<file path="src/logic/hbfp_pkg.sv">
// hbfp_pkg: constants, field layout and carrier types of the h-bridge supervisor
// assumes a 250 MHz core clock; all times are converted to cycles here
package hbfp_pkg;
   // clock rate
   localparam int CLK_MHZ        = 250;
   // digital dead time settings, ns and cycles (cycles = ns * MHz / 1000)
   localparam int DEAD_120_NS    = 120;
   localparam int DEAD_240_NS    = 240;
   localparam int DEAD_480_NS    = 480;
   localparam int DEAD_960_NS    = 960;
   localparam logic [7:0] DEAD_120_CYC = 8'(DEAD_120_NS * CLK_MHZ / 1000);
   localparam logic [7:0] DEAD_240_CYC = 8'(DEAD_240_NS * CLK_MHZ / 1000);
   localparam logic [7:0] DEAD_480_CYC = 8'(DEAD_480_NS * CLK_MHZ / 1000);
   localparam logic [7:0] DEAD_960_CYC = 8'(DEAD_960_NS * CLK_MHZ / 1000);
   // input deglitch, overcurrent deglitch and gate-drive interval (least times, round up)
   localparam int DEGLITCH_NS    = 200;
   localparam int OCP_DEG_NS     = 4000;
   localparam int DRIVE_NS       = 4000;
   localparam logic [5:0] DEGLITCH_CYC = 6'((DEGLITCH_NS * CLK_MHZ + 999) / 1000);
   localparam logic [9:0] OCP_DEG_CYC  = 10'((OCP_DEG_NS * CLK_MHZ + 999) / 1000);
   localparam logic [9:0] DRIVE_CYC    = 10'((DRIVE_NS * CLK_MHZ + 999) / 1000);
   // retry interval; the cycle count is a top-level parameter
   localparam int RETRY_US       = 3000;
   localparam int RETRY_CYC_DEF  = RETRY_US * CLK_MHZ;
   // register offsets
   localparam logic [7:0] CTRL_OFS   = 8'h00;
   localparam logic [7:0] STATUS_OFS = 8'h04;
   // control register fields
   localparam int CTRL_DEAD_POS  = 0;
   localparam int CTRL_CLR_POS   = 2;
   localparam int CTRL_VDS_POS   = 4;
   // status register fields
   localparam int STAT_FLAG_POS  = 0;
   localparam int STAT_PIN_POS   = 8;
   localparam int STAT_PROT_POS  = 9;
   localparam int STAT_VAR_POS   = 11;
   // reset values
   localparam logic [1:0] DEAD_SEL_RST = 2'h1;
   localparam logic [2:0] VDS_SEL_RST  = 3'h3;
   // threshold codes and trip levels in mV
   localparam logic [2:0] VDS_CODE_OFF = 3'h5;
   localparam logic [9:0] TRIP_060_MV  = 10'h03c;
   localparam logic [9:0] TRIP_120_MV  = 10'h078;
   localparam logic [9:0] TRIP_240_MV  = 10'h0f0;
   localparam logic [9:0] TRIP_480_MV  = 10'h1e0;
   localparam logic [9:0] TRIP_960_MV  = 10'h3c0;

   // protection states
   typedef enum logic [1:0] {PROT_RUN, PROT_HOLD, PROT_RETRY} hbfp_prot_e_t;

   // pin inputs from outside the clock domain
   typedef struct packed {
      logic [1:0] cmd_high;       // per half-bridge: 1 high fet, 0 low fet
      logic       drive_en;
      logic       supply_lockout;
      logic       pump_undervoltage;
      logic       thermal_shutdown;
      logic       sense_positive_over;
      logic [3:0] vds_over;       // {ls1,hs1,ls0,hs0}
      logic [3:0] gate_fb;        // gate above threshold, same order
      logic [2:0] drain_source_threshold_select;
      logic       pin_config;     // 1 = pin-configured variant
      logic       fault_pin;
   } hbfp_pins_t;

   // apb request and answer
   typedef struct packed {
      logic        psel;
      logic        penable;
      logic        pwrite;
      logic [7:0]  paddr;
      logic [31:0] pwdata;
   } hbfp_apb_req_t;
   typedef struct packed {
      logic [31:0] prdata;
      logic        pready;
      logic        pslverr;
   } hbfp_apb_rsp_t;

   // gate and analog enables
   typedef struct packed {
      logic [1:0] high_gate;
      logic [1:0] low_gate;
      logic       pump_en;
      logic       regulator_en;
      logic       vds_mon_en;
      logic [9:0] trip_mv;
   } hbfp_drive_t;

   // whole state of the top module
   typedef struct packed {
      hbfp_pins_t      s1;
      hbfp_pins_t      s2;
      hbfp_pins_t      s3;
      hbfp_pins_t      stable;
      logic [1:0]      filt_cmd;
      logic [1:0][5:0] glitch_cnt;
      logic [1:0]      side;
      logic [1:0][7:0] dead_cnt;
      hbfp_drive_t     drv;
      hbfp_prot_e_t    prot;
      logic [19:0]     retry_cnt;
      logic [9:0]      ocp_cnt;
      logic [9:0]      drv_cnt;
      logic [4:0]      flags;     // {overtemp,gate,overcurrent,pump,supply}
      logic [1:0]      dead_sel;
      logic [2:0]      vds_sel;
      hbfp_apb_rsp_t   rsp;
      logic            fault_oe_n;
   } hbfp_state_t;
endpackage : hbfp_pkg

</file>
<file path="src/logic/hbfp_top.sv">
// hbfp_top: dead time, input deglitch and fault supervision for one h-bridge
// assumes an apb master on clk_in; analog comparators arrive as async pins
`timescale 1ns/1ps
module hbfp_top
   import hbfp_pkg::*;
#(
   parameter logic [19:0] RETRY_CYC = 20'(RETRY_CYC_DEF)
) (
   // clock, enable, reset (logic undervoltage)
   input  wire logic          clk_in,
   input  wire logic          clk_en_in,
   input  wire logic          nrst_in,
   // register bus
   input  wire hbfp_apb_req_t apb_in,
   output hbfp_apb_rsp_t      apb_out,
   // pins and comparators
   input  wire hbfp_pins_t    pins_in,
   // gate drive and analog enables
   output hbfp_drive_t        drive_out,
   // open-drain fault pin
   output logic               fault_out_n_o_out,
   output logic               fault_out_n_oe_n_out
);

   hbfp_state_t st_reg;
   hbfp_state_t st_next;

   localparam hbfp_state_t ST_RST = '{
      drv:       '0,
      prot:      PROT_HOLD,
      dead_sel:  DEAD_SEL_RST,
      vds_sel:   VDS_SEL_RST,
      fault_oe_n: 1'b0,
      default:   '0
   };

   // combinational helpers
   logic       hold_cond;
   logic       ocp_evt;
   logic       gdf_evt;
   logic       drive_off;
   logic       wr_ctrl;
   logic       clr_pulse;
   logic [3:0] gates_on;
   logic [4:0] flag_set;
   logic [7:0] dead_len;
   logic [2:0] vds_code;
   logic [31:0] rd_data;

   // next-state logic
   always_comb begin
      st_next = st_reg;
      // three-stage synchroniser; a bit counts once stages two and three agree
      st_next.s1 = pins_in;
      st_next.s2 = st_reg.s1;
      st_next.s3 = st_reg.s2;
      st_next.stable = (~(st_reg.s2 ^ st_reg.s3) & st_reg.s3)
                     | ((st_reg.s2 ^ st_reg.s3) & st_reg.stable);

      // input deglitch per half-bridge command
      for (int i = 0; i < 2; i++) begin
         if (st_reg.stable.cmd_high[i] != st_reg.filt_cmd[i]) begin
            if (st_reg.glitch_cnt[i] == DEGLITCH_CYC - 6'h01) begin
               st_next.filt_cmd[i]   = st_reg.stable.cmd_high[i];
               st_next.glitch_cnt[i] = 6'h00;
            end else begin
               st_next.glitch_cnt[i] = st_reg.glitch_cnt[i] + 6'h01;
            end
         end else begin
            st_next.glitch_cnt[i] = 6'h00;
         end
      end

      // dead time selection
      if (st_reg.stable.pin_config) begin
         dead_len = DEAD_240_CYC;
      end else begin
         unique case (st_reg.dead_sel)
            2'h0: dead_len = DEAD_120_CYC;
            2'h1: dead_len = DEAD_240_CYC;
            2'h2: dead_len = DEAD_480_CYC;
            2'h3: dead_len = DEAD_960_CYC;
         endcase
      end

      // threshold decode; code five and above disables monitoring
      vds_code = st_reg.stable.pin_config ? st_reg.stable.drain_source_threshold_select
                                          : st_reg.vds_sel;
      st_next.drv.vds_mon_en = 1'b1;
      unique case (vds_code)
         3'h0:    st_next.drv.trip_mv = TRIP_060_MV;
         3'h1:    st_next.drv.trip_mv = TRIP_120_MV;
         3'h2:    st_next.drv.trip_mv = TRIP_240_MV;
         3'h3:    st_next.drv.trip_mv = TRIP_480_MV;
         3'h4:    st_next.drv.trip_mv = TRIP_960_MV;
         default: begin
            st_next.drv.trip_mv    = 10'h000;
            st_next.drv.vds_mon_en = 1'b0;
         end
      endcase

      // conditions that hold the bridge off while present
      hold_cond = st_reg.stable.supply_lockout | st_reg.stable.pump_undervoltage
                | st_reg.stable.thermal_shutdown;
      gates_on  = {st_reg.drv.low_gate[1], st_reg.drv.high_gate[1],
                   st_reg.drv.low_gate[0], st_reg.drv.high_gate[0]};

      // overcurrent deglitch on fets that are driven
      ocp_evt = 1'b0;
      if (st_reg.prot == PROT_RUN && st_reg.drv.vds_mon_en
          && |(st_reg.stable.vds_over & gates_on)) begin
         if (st_reg.ocp_cnt == OCP_DEG_CYC) begin
            ocp_evt = 1'b1;
         end else begin
            st_next.ocp_cnt = st_reg.ocp_cnt + 10'h001;
         end
      end else begin
         st_next.ocp_cnt = 10'h000;
      end

      // gate-drive interval: timer restarts on each gate change
      gdf_evt = 1'b0;
      if (st_reg.drv_cnt == DRIVE_CYC) begin
         gdf_evt = (st_reg.prot == PROT_RUN) && (st_reg.stable.gate_fb != gates_on);
      end else begin
         st_next.drv_cnt = st_reg.drv_cnt + 10'h001;
      end

      // protection state machine
      unique case (st_reg.prot)
         PROT_RUN: begin
            if (hold_cond) begin
               st_next.prot = PROT_HOLD;
            end else if (ocp_evt || gdf_evt || st_reg.stable.sense_positive_over) begin
               st_next.prot      = PROT_RETRY;
               st_next.retry_cnt = RETRY_CYC;
            end
         end
         PROT_HOLD: begin
            if (!hold_cond) begin
               st_next.prot = PROT_RUN;
            end
         end
         PROT_RETRY: begin
            if (hold_cond) begin
               st_next.prot = PROT_HOLD;
            end else if (st_reg.retry_cnt <= 20'h0_0001) begin
               st_next.prot      = PROT_RUN;
               st_next.retry_cnt = 20'h0_0000;
            end else begin
               st_next.retry_cnt = st_reg.retry_cnt - 20'h0_0001;
            end
         end
      endcase
      // gate timer restarts whenever the protection state changes
      if (st_next.prot != st_reg.prot) begin
         st_next.drv_cnt = 10'h000;
      end

      // half-bridge commutation with dead time
      drive_off = (st_reg.prot != PROT_RUN) || !st_reg.stable.drive_en;
      for (int i = 0; i < 2; i++) begin
         if (drive_off) begin
            st_next.drv.high_gate[i] = 1'b0;
            st_next.drv.low_gate[i]  = 1'b0;
            st_next.dead_cnt[i]      = dead_len;
         end else if (st_reg.filt_cmd[i] != st_reg.side[i]) begin
            st_next.drv.high_gate[i] = 1'b0;
            st_next.drv.low_gate[i]  = 1'b0;
            st_next.side[i]          = st_reg.filt_cmd[i];
            st_next.dead_cnt[i]      = dead_len;
         end else if (st_reg.dead_cnt[i] != 8'h00) begin
            st_next.dead_cnt[i] = st_reg.dead_cnt[i] - 8'h01;
         end else begin
            st_next.drv.high_gate[i] = st_reg.side[i];
            st_next.drv.low_gate[i]  = !st_reg.side[i];
         end
      end

      // gate timer restarts on each gate change, so lagging feedback never trips it
      if (gates_on != {st_next.drv.low_gate[1], st_next.drv.high_gate[1],
                       st_next.drv.low_gate[0], st_next.drv.high_gate[0]}) begin
         st_next.drv_cnt = 10'h000;
      end

      // charge pump and regulator enables
      st_next.drv.pump_en      = !(st_reg.stable.supply_lockout
                                   | st_reg.stable.thermal_shutdown);
      st_next.drv.regulator_en = !st_reg.stable.thermal_shutdown;

      // fault pin pulled low whenever not running
      st_next.fault_oe_n = (st_next.prot == PROT_RUN);

      // register writes take effect at the completing access edge
      wr_ctrl   = apb_in.psel && apb_in.penable && st_reg.rsp.pready
                  && apb_in.pwrite && apb_in.paddr == CTRL_OFS;
      clr_pulse = wr_ctrl && apb_in.pwdata[CTRL_CLR_POS];
      if (wr_ctrl) begin
         st_next.dead_sel = apb_in.pwdata[CTRL_DEAD_POS +: 2];
         st_next.vds_sel  = apb_in.pwdata[CTRL_VDS_POS +: 3];
      end

      // sticky flags, a new event wins over a clear
      flag_set = {st_reg.stable.thermal_shutdown, gdf_evt,
                  ocp_evt | st_reg.stable.sense_positive_over,
                  st_reg.stable.pump_undervoltage, st_reg.stable.supply_lockout};
      st_next.flags = ((clr_pulse ? 5'h00 : st_reg.flags) | flag_set);

      // read data mux
      rd_data = 32'h0000_0000;
      if (apb_in.paddr == CTRL_OFS) begin
         rd_data[CTRL_DEAD_POS +: 2] = st_reg.dead_sel;
         rd_data[CTRL_VDS_POS +: 3]  = st_reg.vds_sel;
      end else if (apb_in.paddr == STATUS_OFS) begin
         rd_data[STAT_FLAG_POS +: 5] = st_reg.flags;
         rd_data[STAT_PIN_POS]       = st_reg.stable.fault_pin;
         rd_data[STAT_PROT_POS +: 2] = st_reg.prot;
         rd_data[STAT_VAR_POS]       = st_reg.stable.pin_config;
      end

      // apb answer: ready in the first access cycle
      if (apb_in.psel && !apb_in.penable) begin
         st_next.rsp.pready  = 1'b1;
         st_next.rsp.pslverr = (apb_in.paddr != CTRL_OFS) && (apb_in.paddr != STATUS_OFS);
         st_next.rsp.prdata  = apb_in.pwrite ? 32'h0000_0000 : rd_data;
      end else begin
         st_next.rsp = '0;
      end
   end

   // state register; reset is the logic undervoltage event
   always_ff @(posedge clk_in) begin
      if (!nrst_in) begin
         st_reg <= ST_RST;
      end else if (clk_en_in) begin
         st_reg <= st_next;
      end
   end

   // outputs straight from the state register; the fault pin level is tied low
   assign apb_out              = st_reg.rsp;
   assign drive_out            = st_reg.drv;
   assign fault_out_n_o_out    = 1'b0;
   assign fault_out_n_oe_n_out = st_reg.fault_oe_n;

   // checks
   a_no_shoot_thru: assert property (@(posedge clk_in) disable iff (!nrst_in)
      !(st_reg.drv.high_gate[0] && st_reg.drv.low_gate[0])
      && !(st_reg.drv.high_gate[1] && st_reg.drv.low_gate[1]))
      else $error("both fets of a half-bridge on");
   a_dead_gap_low: assert property (@(posedge clk_in) disable iff (!nrst_in)
      $rose(st_reg.drv.low_gate[0]) |-> $past(!st_reg.drv.high_gate[0]
                                              && st_reg.dead_cnt[0] == 8'h00))
      else $error("low fet on without dead time");
   a_fault_pin_run: assert property (@(posedge clk_in) disable iff (!nrst_in)
      st_reg.fault_oe_n == (st_reg.prot == PROT_RUN))
      else $error("fault pin disagrees with protection state");
   a_gates_off_fault: assert property (@(posedge clk_in) disable iff (!nrst_in)
      (st_reg.prot != PROT_RUN && clk_en_in) |=> (st_reg.drv.high_gate == 2'b00
                                                  && st_reg.drv.low_gate == 2'b00))
      else $error("gates on during fault");
   a_retry_restart: assert property (@(posedge clk_in) disable iff (!nrst_in)
      (st_reg.prot == PROT_RETRY && $past(st_reg.prot) == PROT_RUN)
      |-> st_reg.retry_cnt == RETRY_CYC)
      else $error("retry timer not restarted");
   a_flag_sticky: assert property (@(posedge clk_in) disable iff (!nrst_in)
      (st_reg.flags[2] && clk_en_in && !clr_pulse) |=> st_reg.flags[2])
      else $error("overcurrent flag dropped without clear");
   a_uv_pump_off: assert property (@(posedge clk_in) disable iff (!nrst_in)
      (st_reg.stable.supply_lockout && clk_en_in) |=> (!st_reg.drv.pump_en
                                                      && st_reg.flags[0]))
      else $error("pump on or flag clear during supply lockout");
   a_thermal_off: assert property (@(posedge clk_in) disable iff (!nrst_in)
      (st_reg.stable.thermal_shutdown && clk_en_in) |=> (!st_reg.drv.regulator_en
                                                        && st_reg.prot != PROT_RUN))
      else $error("regulator on during thermal shutdown");
   a_vds_disabled: assert property (@(posedge clk_in) disable iff (!nrst_in)
      (!st_reg.drv.vds_mon_en && clk_en_in) |=> st_reg.ocp_cnt == 10'h000)
      else $error("overcurrent timer runs with monitor disabled");
   a_logic_reset: assert property (@(posedge clk_in)
      !nrst_in |=> (!st_reg.fault_oe_n && st_reg.flags == 5'h00))
      else $error("fault pin released in logic undervoltage");

endmodule : hbfp_top

</file>
<file path="config.mk">
export PLATFORM = sky130hd
export DESIGN_NAME = hbfp_top
export DESIGN_NICKNAME = d
export VERILOG_FILES = /design/src/logic/hbfp_pkg.sv /design/src/logic/hbfp_top.sv
export SDC_FILE = /design/constraint.sdc
export NUM_CORES = 1
export LEC_CHECK = 0
export BUFFER_PORTS_ARGS = -buffer_cell sky130_fd_sc_hd__buf_4
export CAP_MARGIN = 20
export CORE_AREA = 2 2 139 141
export DETAILED_ROUTE_END_ITERATION = 7
export DIE_AREA = 0 0 141 143
export GPL_TIMING_DRIVEN = 0
export PLACE_DENSITY = 0.7
export SYNTH_ARGS = -nofsm -noshare
export SYNTH_HDL_FRONTEND = slang
export SYNTH_SLANG_ARGS = --single-unit
</file>
<file path="constraint.sdc">
create_clock -name clk_in -period 4.5 [get_ports clk_in]
set_clock_uncertainty 0.15 [all_clocks]
set_input_delay 0.675 -clock clk_in [delete_from_list [all_inputs] [get_ports clk_in]]
set_output_delay 0.675 -clock clk_in [all_outputs]
set_load 0.02 [all_outputs]
</file>
# --- Yosys cells after proc, flatten, opt, wreduce, memory -nomap -nowiden ---
# Index checks and enable logic that the tools add are counted.
totals:
  word_cells: 214
  reg_bits: 216
  in_bits: 66
classes:
  add_sub_neg: 7
  reduce_logical: 43
  n_lt_le_gt_ge: 1
  bitwise: 12
  eq_ne: 27
  n_mux: 55
ops:
  columns: ["operator", "n"]
  rows:
  - ["2-to-1 mux 20 bit", 3]
  - ["2-to-1 mux 8 bit", 7]
  - ["2-to-1 mux 10 bit", 5]
  - ["case mux 10 bit (5 select lines)", 1]
  - ["bitwise AND 20 bit", 2]
  - ["case mux 20 bit (2 select lines)", 1]
  - ["case mux 8 bit (4 select lines)", 1]
  - ["2-to-1 mux 6 bit", 4]
  - ["nonzero test 8 bit", 3]
  - ["2-to-1 mux 22 bit", 1]
  - ["adder 10 x 1 -> 10 bit (second input constant)", 2]
  - ["== test 10 bit (second input constant)", 2]
  - ["<= comparator 20 x 1 -> 1 bit (second input constant)", 1]
  - ["NOT 20 bit", 1]
  - ["OR 20 bit", 1]
  - ["subtractor 20 x 1 -> 20 bit (second input constant)", 1]
  - ["XOR 20 bit", 1]
  - ["2-to-1 mux 1 bit", 17]
  - ["subtractor 8 x 1 -> 8 bit (second input constant)", 2]
  - ["2-to-1 mux 14 bit", 1]
  - ["2-to-1 mux 2 bit", 7]
  - ["adder 6 x 1 -> 6 bit (second input constant)", 2]
  - ["== test 6 bit (second input constant)", 2]
  - ["2-to-1 mux 12 bit", 1]
  - ["other kinds (34)", 76]

# --- Logic depth before layout (Yosys ltp) ---
logic_depth:
  word_depth: 12
  ltp_mapped: 11
  ltp_nobuf: 8

# --- Worst setup path before layout ---
# OpenSTA, ideal clock, no wires.
synth_path:
  path_type: "flip-flop to flip-flop"
  from: "register st_reg[86] (netlist bit)"
  to: "register st_reg[71] (netlist bit)"
  path_slack_ps: 1919
  n_path_buf: 3
  stages_incl_launch_ff: 12
  arrival_time_ps: 2293
  path_cell_list: "dfxtp_1 inv_1 ha_1 buf_2 nand2_1 a21oi_2 a21oi_1 a311o_1 buf_6 clkbuf_1 o41ai_1 a21oi_1"
synth_via:
  elab_chain_len: 8
synth_lines:
  columns: ["item", "line", "text"]
  rows:
  - ["start, declared", "hbfp_top.sv:25", "hbfp_state_t st_reg;"]
  - ["start signal, assigned", "hbfp_top.sv:236", "st_reg <= st_next;"]
  - ["zero test 2 bit", "hbfp_top.sv:110, hbfp_top.sv:124, hbfp_top.sv:130", null]
  - ["logical AND 1 bit", "hbfp_top.sv:110", "if (st_reg.prot == PROT_RUN && st_reg.drv.vds_mon_en"]
  - ["logical AND 1 bit", "hbfp_top.sv:111", "&& |(st_reg.stable.vds_over & gates_on)) begin"]
  - ["2-to-1 mux 1 bit", "hbfp_top.sv:110", null]
  - ["logical OR 1 bit (2 in a row)", "hbfp_top.sv:134", "end else if (ocp_evt || gdf_evt || st_reg.stable.sense_positive_over) begin"]
  - ["!= test 2 x 1 -> 1 bit (no source line)", null, null]
  - ["AND reduction 5 bit (no source line)", null, null]
# Several ways; a longest one is shown, not always the timed one.
# A chain may end at the register's enable or synchronous reset.

# --- Worst setup path in the final report ---
# Same ends and word-level chain as after synthesis.

==> impl_metrics.yaml <==
die:
  row_count: 50
  die_h_um: 143
  core_region_area_sq_um: 18600
  initial_core_util_pct: 49.6
  die_area_sq_um: 20200
  ioPinCount: 119
  die_w_um: 141
clocking:
  post_cts_buffers: 0
  clk_pin_slew_ns: 0.08
  cts.sinks: 193
  clk_latency_ns: 0.44
  ctsResizeCount: 0
  hold_buffers: 0
  cts_buffers: 17
  root_buffer: "clkbuf_16"
  cts-htree-levels: 4
  cts_tree: "yes"
  cts_buffer_depth: 2
worst_setup_path:
  regToRegEndpoint: "st_reg[71]$_SDFFE_PN0P_"
  start_kind: "flip-flop"
  crit_path_top_delay_cell: "a311o_1"
  required_ns: 4.65
  cp_cell_sequence: "inv_1 > ha_1 > buf_2 > nand2_1 > a21oi_2 > a21oi_1 > a311o_1 > buf_6 > clkbuf_1 > o41ai_1 > a21oi_1"
  regToRegSetupSlack_ns: 1.24
  rr_worst_depth: 11
  slowest_delay_ns: 0.39
  cp_data_arrival_time_ns: 3.41
  crit_start: "st_reg[86]$_SDFFE_PN0P_"
  r2r_start: "st_reg[86]$_SDFFE_PN0P_"
  crit_type: "reg -> reg"
  end_kind: "flip-flop"
  critPathMaxFanout: 10
  path_common_cell: "a21oi_1"
timing:
  hold_viol: 0
  clock.fmax_ghz: 0.306
  slew_violations: 0
  period_share_pct: 72.5
  fin_tns_setup_ns: 0
  tightestPinTransition_ns: 0.836
  rsz0062_at_grt: "no"
  layout_setup_ws_ns: 1.24
  setup_viol: 0
  max-slew-margin-rel_pct: 43.8
  fin_crit_ns: 3.26
final_layout:
  area_delta_synth_final_pct: 15.9
  layout-drive-gt1-share_pct: 14.3
  utilization_pct: 57.5
  final_nets: 1286
  stdcell_area_sq_um: 10700
  n_antenna_cell: 0
min_path:
  hp-class: "in -> reg"
  hold_end: "st_reg[35]$_SDFFE_PN1P_"
  worstHoldPathCells: 3
  min_from: "apb_in[4]"
yosys:
  synth.yosys.seq_area_share_pct: 41.9
  syn_area_sq_um: 9220
  yosys.area.top_type: "dfxtp_1"
  ys_ff_latch: 193
  yosys-top-cells-area: "dfxtp_1 42%, mux2i_1 8.3%, nor2_1 7.0%, a21oi_1 4.7%, buf_4 4.2%"
  ys_top_cells_by_count: "193 x dfxtp_1, 171 x nor2_1, 87 x a21oi_1, 85 x nand2_1, 76 x mux2i_1"
  ys.flop_type: "dfxtp_1"
  synth-edff-count: 0
  yosys_warnings: 0
  synth.most_common_cell: "dfxtp_1"
  synth_cells: 1094
  netlist.area_leader.share_pct: 41.9
  synth_cell_type_count: 62
  postSynthAreaPerCell_sq_um: 8.43
  async_flop_share_pct: 0
pwr:
  p_total_mw: 3.71
  power.density_nw_per_um2: 348
  power_leakage_nw: 4.50
  ir_worst_vdd_mv: 0.305
run_status:
  outcome: "completed"
route:
  drtIter0Drc: 635
  via_per_inst: 5.60
  ant_nets: 0
  drt_first_pass_iters: 5
  wl_per_cell_um: 16.4
  routed-via-count: 8119
  wl_um: 23800
  drc: 0
placed_design:
  hpwl_um: 17100
  dp_slack_ns: 1.07
  dpl-instance-area_sq_um: 10100
  io_buffers: 66
  routabilityCongestion: 0.908
global_routing:
  grt_use_total_pct: 24.1
  grt_overflow: 0
  antenna_found_initial: 0
  grt_max_degree: 20
  grt_pass1_wl_um: 38600
  grt_pass1_vias: 7433
job:
  cap_violations: 0
-- per-stage QoR --
step / instances / hold WS (ns)
finish: 1450 / 0.306
global route: 1450 / 0.313
floorplan: 1117 / 0.286
CTS: 1450 / 0.302
detailed placement: 1418 / 0.295
global placement: 1417 / 0.296
-- how the worst max path moves through the flow --
| stage | end | cells after the start |
|---|---|---|
| final | st_reg[71]$_SDFFE_PN0P_ | 11 |
| after global routing | st_reg[71]$_SDFFE_PN0P_ | 11 |
| after CTS | st_reg[71]$_SDFFE_PN0P_ | 11 |
| after detailed placement | st_reg[50]$_SDFFE_PN0P_ | 7 |
| after global placement | st_reg[77]$_SDFFE_PN0P_ | 9 |
| after floorplan | st_reg[71]$_SDFFE_PN0P_ | 11 |
-- where the power goes --
| group | total (mW) | internal (mW) | switching [mW] |
|---|---|---|---|
| Sequential | 1.80 | 1.76 | 0.0455 |
| Clock | 1.50 | 0.760 | 0.737 |
| Combinational | 0.414 | 0.159 | 0.255 |
-- logic make-up (layout without fill, tap and decap cells) --
group | count (synthesis) | after routing | share of synthesized area (%)
and+or+nand+nor | 393 | 393 | 20.3
AOI/OAI and AO/OA | 250 | 250 | 16.7
DFF | 193 | 193 | 41.9
buffers and inverters | 135 | 234 | 7.72
muxes | 77 | 77 | 8.37
xor gates and xnor gates | 28 | 28 | 2.66
adders and majority gates | 17 | 17 | 2.31
other | 1 | 24 | 0.0407
-- worst max-delay path, delay by kind of cell (launching register included) --
| kind | cells | cell delay (ns) |
|---|---|---|
| adders and majority gates | 1 | 0.23 |
| DFF | 1 | 0.37 |
| AOI/OAI and AO/OA | 5 | 1.41 |
| buffers and inverters | 4 | 0.82 |
| and+or+nand+nor | 1 | 0.13 |
-- metal layers --
layer  GRT usage [%]  vias up  routed length [um]
li1                -     4006                   -
met1            33.1     3808               11200
met2            38.3      264               10700
met3            4.66       41                1380
met4            8.16        0                 556
met5               0        -                   0
-- final cells by class --
class | count | area (sq um)
Fill cell | 1696 | 7900
Clock inverter | 12 | 138
Clock buffer | 20 | 447
Buffer | 111 | 622
Timing Repair Buffer | 67 | 500
Multi-Input combinational cell | 789 | 4730
Sequential cell | 193 | 3860
Tap cell | 234 | 293
Inverter | 24 | 90.1
-- layout by cell type, fill, tap and decap left out, types with 24 or more instances in the layout --
cell	count
buf_4	118
mux2i_1	76
a21oi_1	87
nand2_1	85
nor2_1	171
conb_1	24
nor3_1	27
clkbuf_1	44
nand4_1	27
o21ai_0	61
dfxtp_1	193
Note: power is estimated with default switching activity, not from simulation.
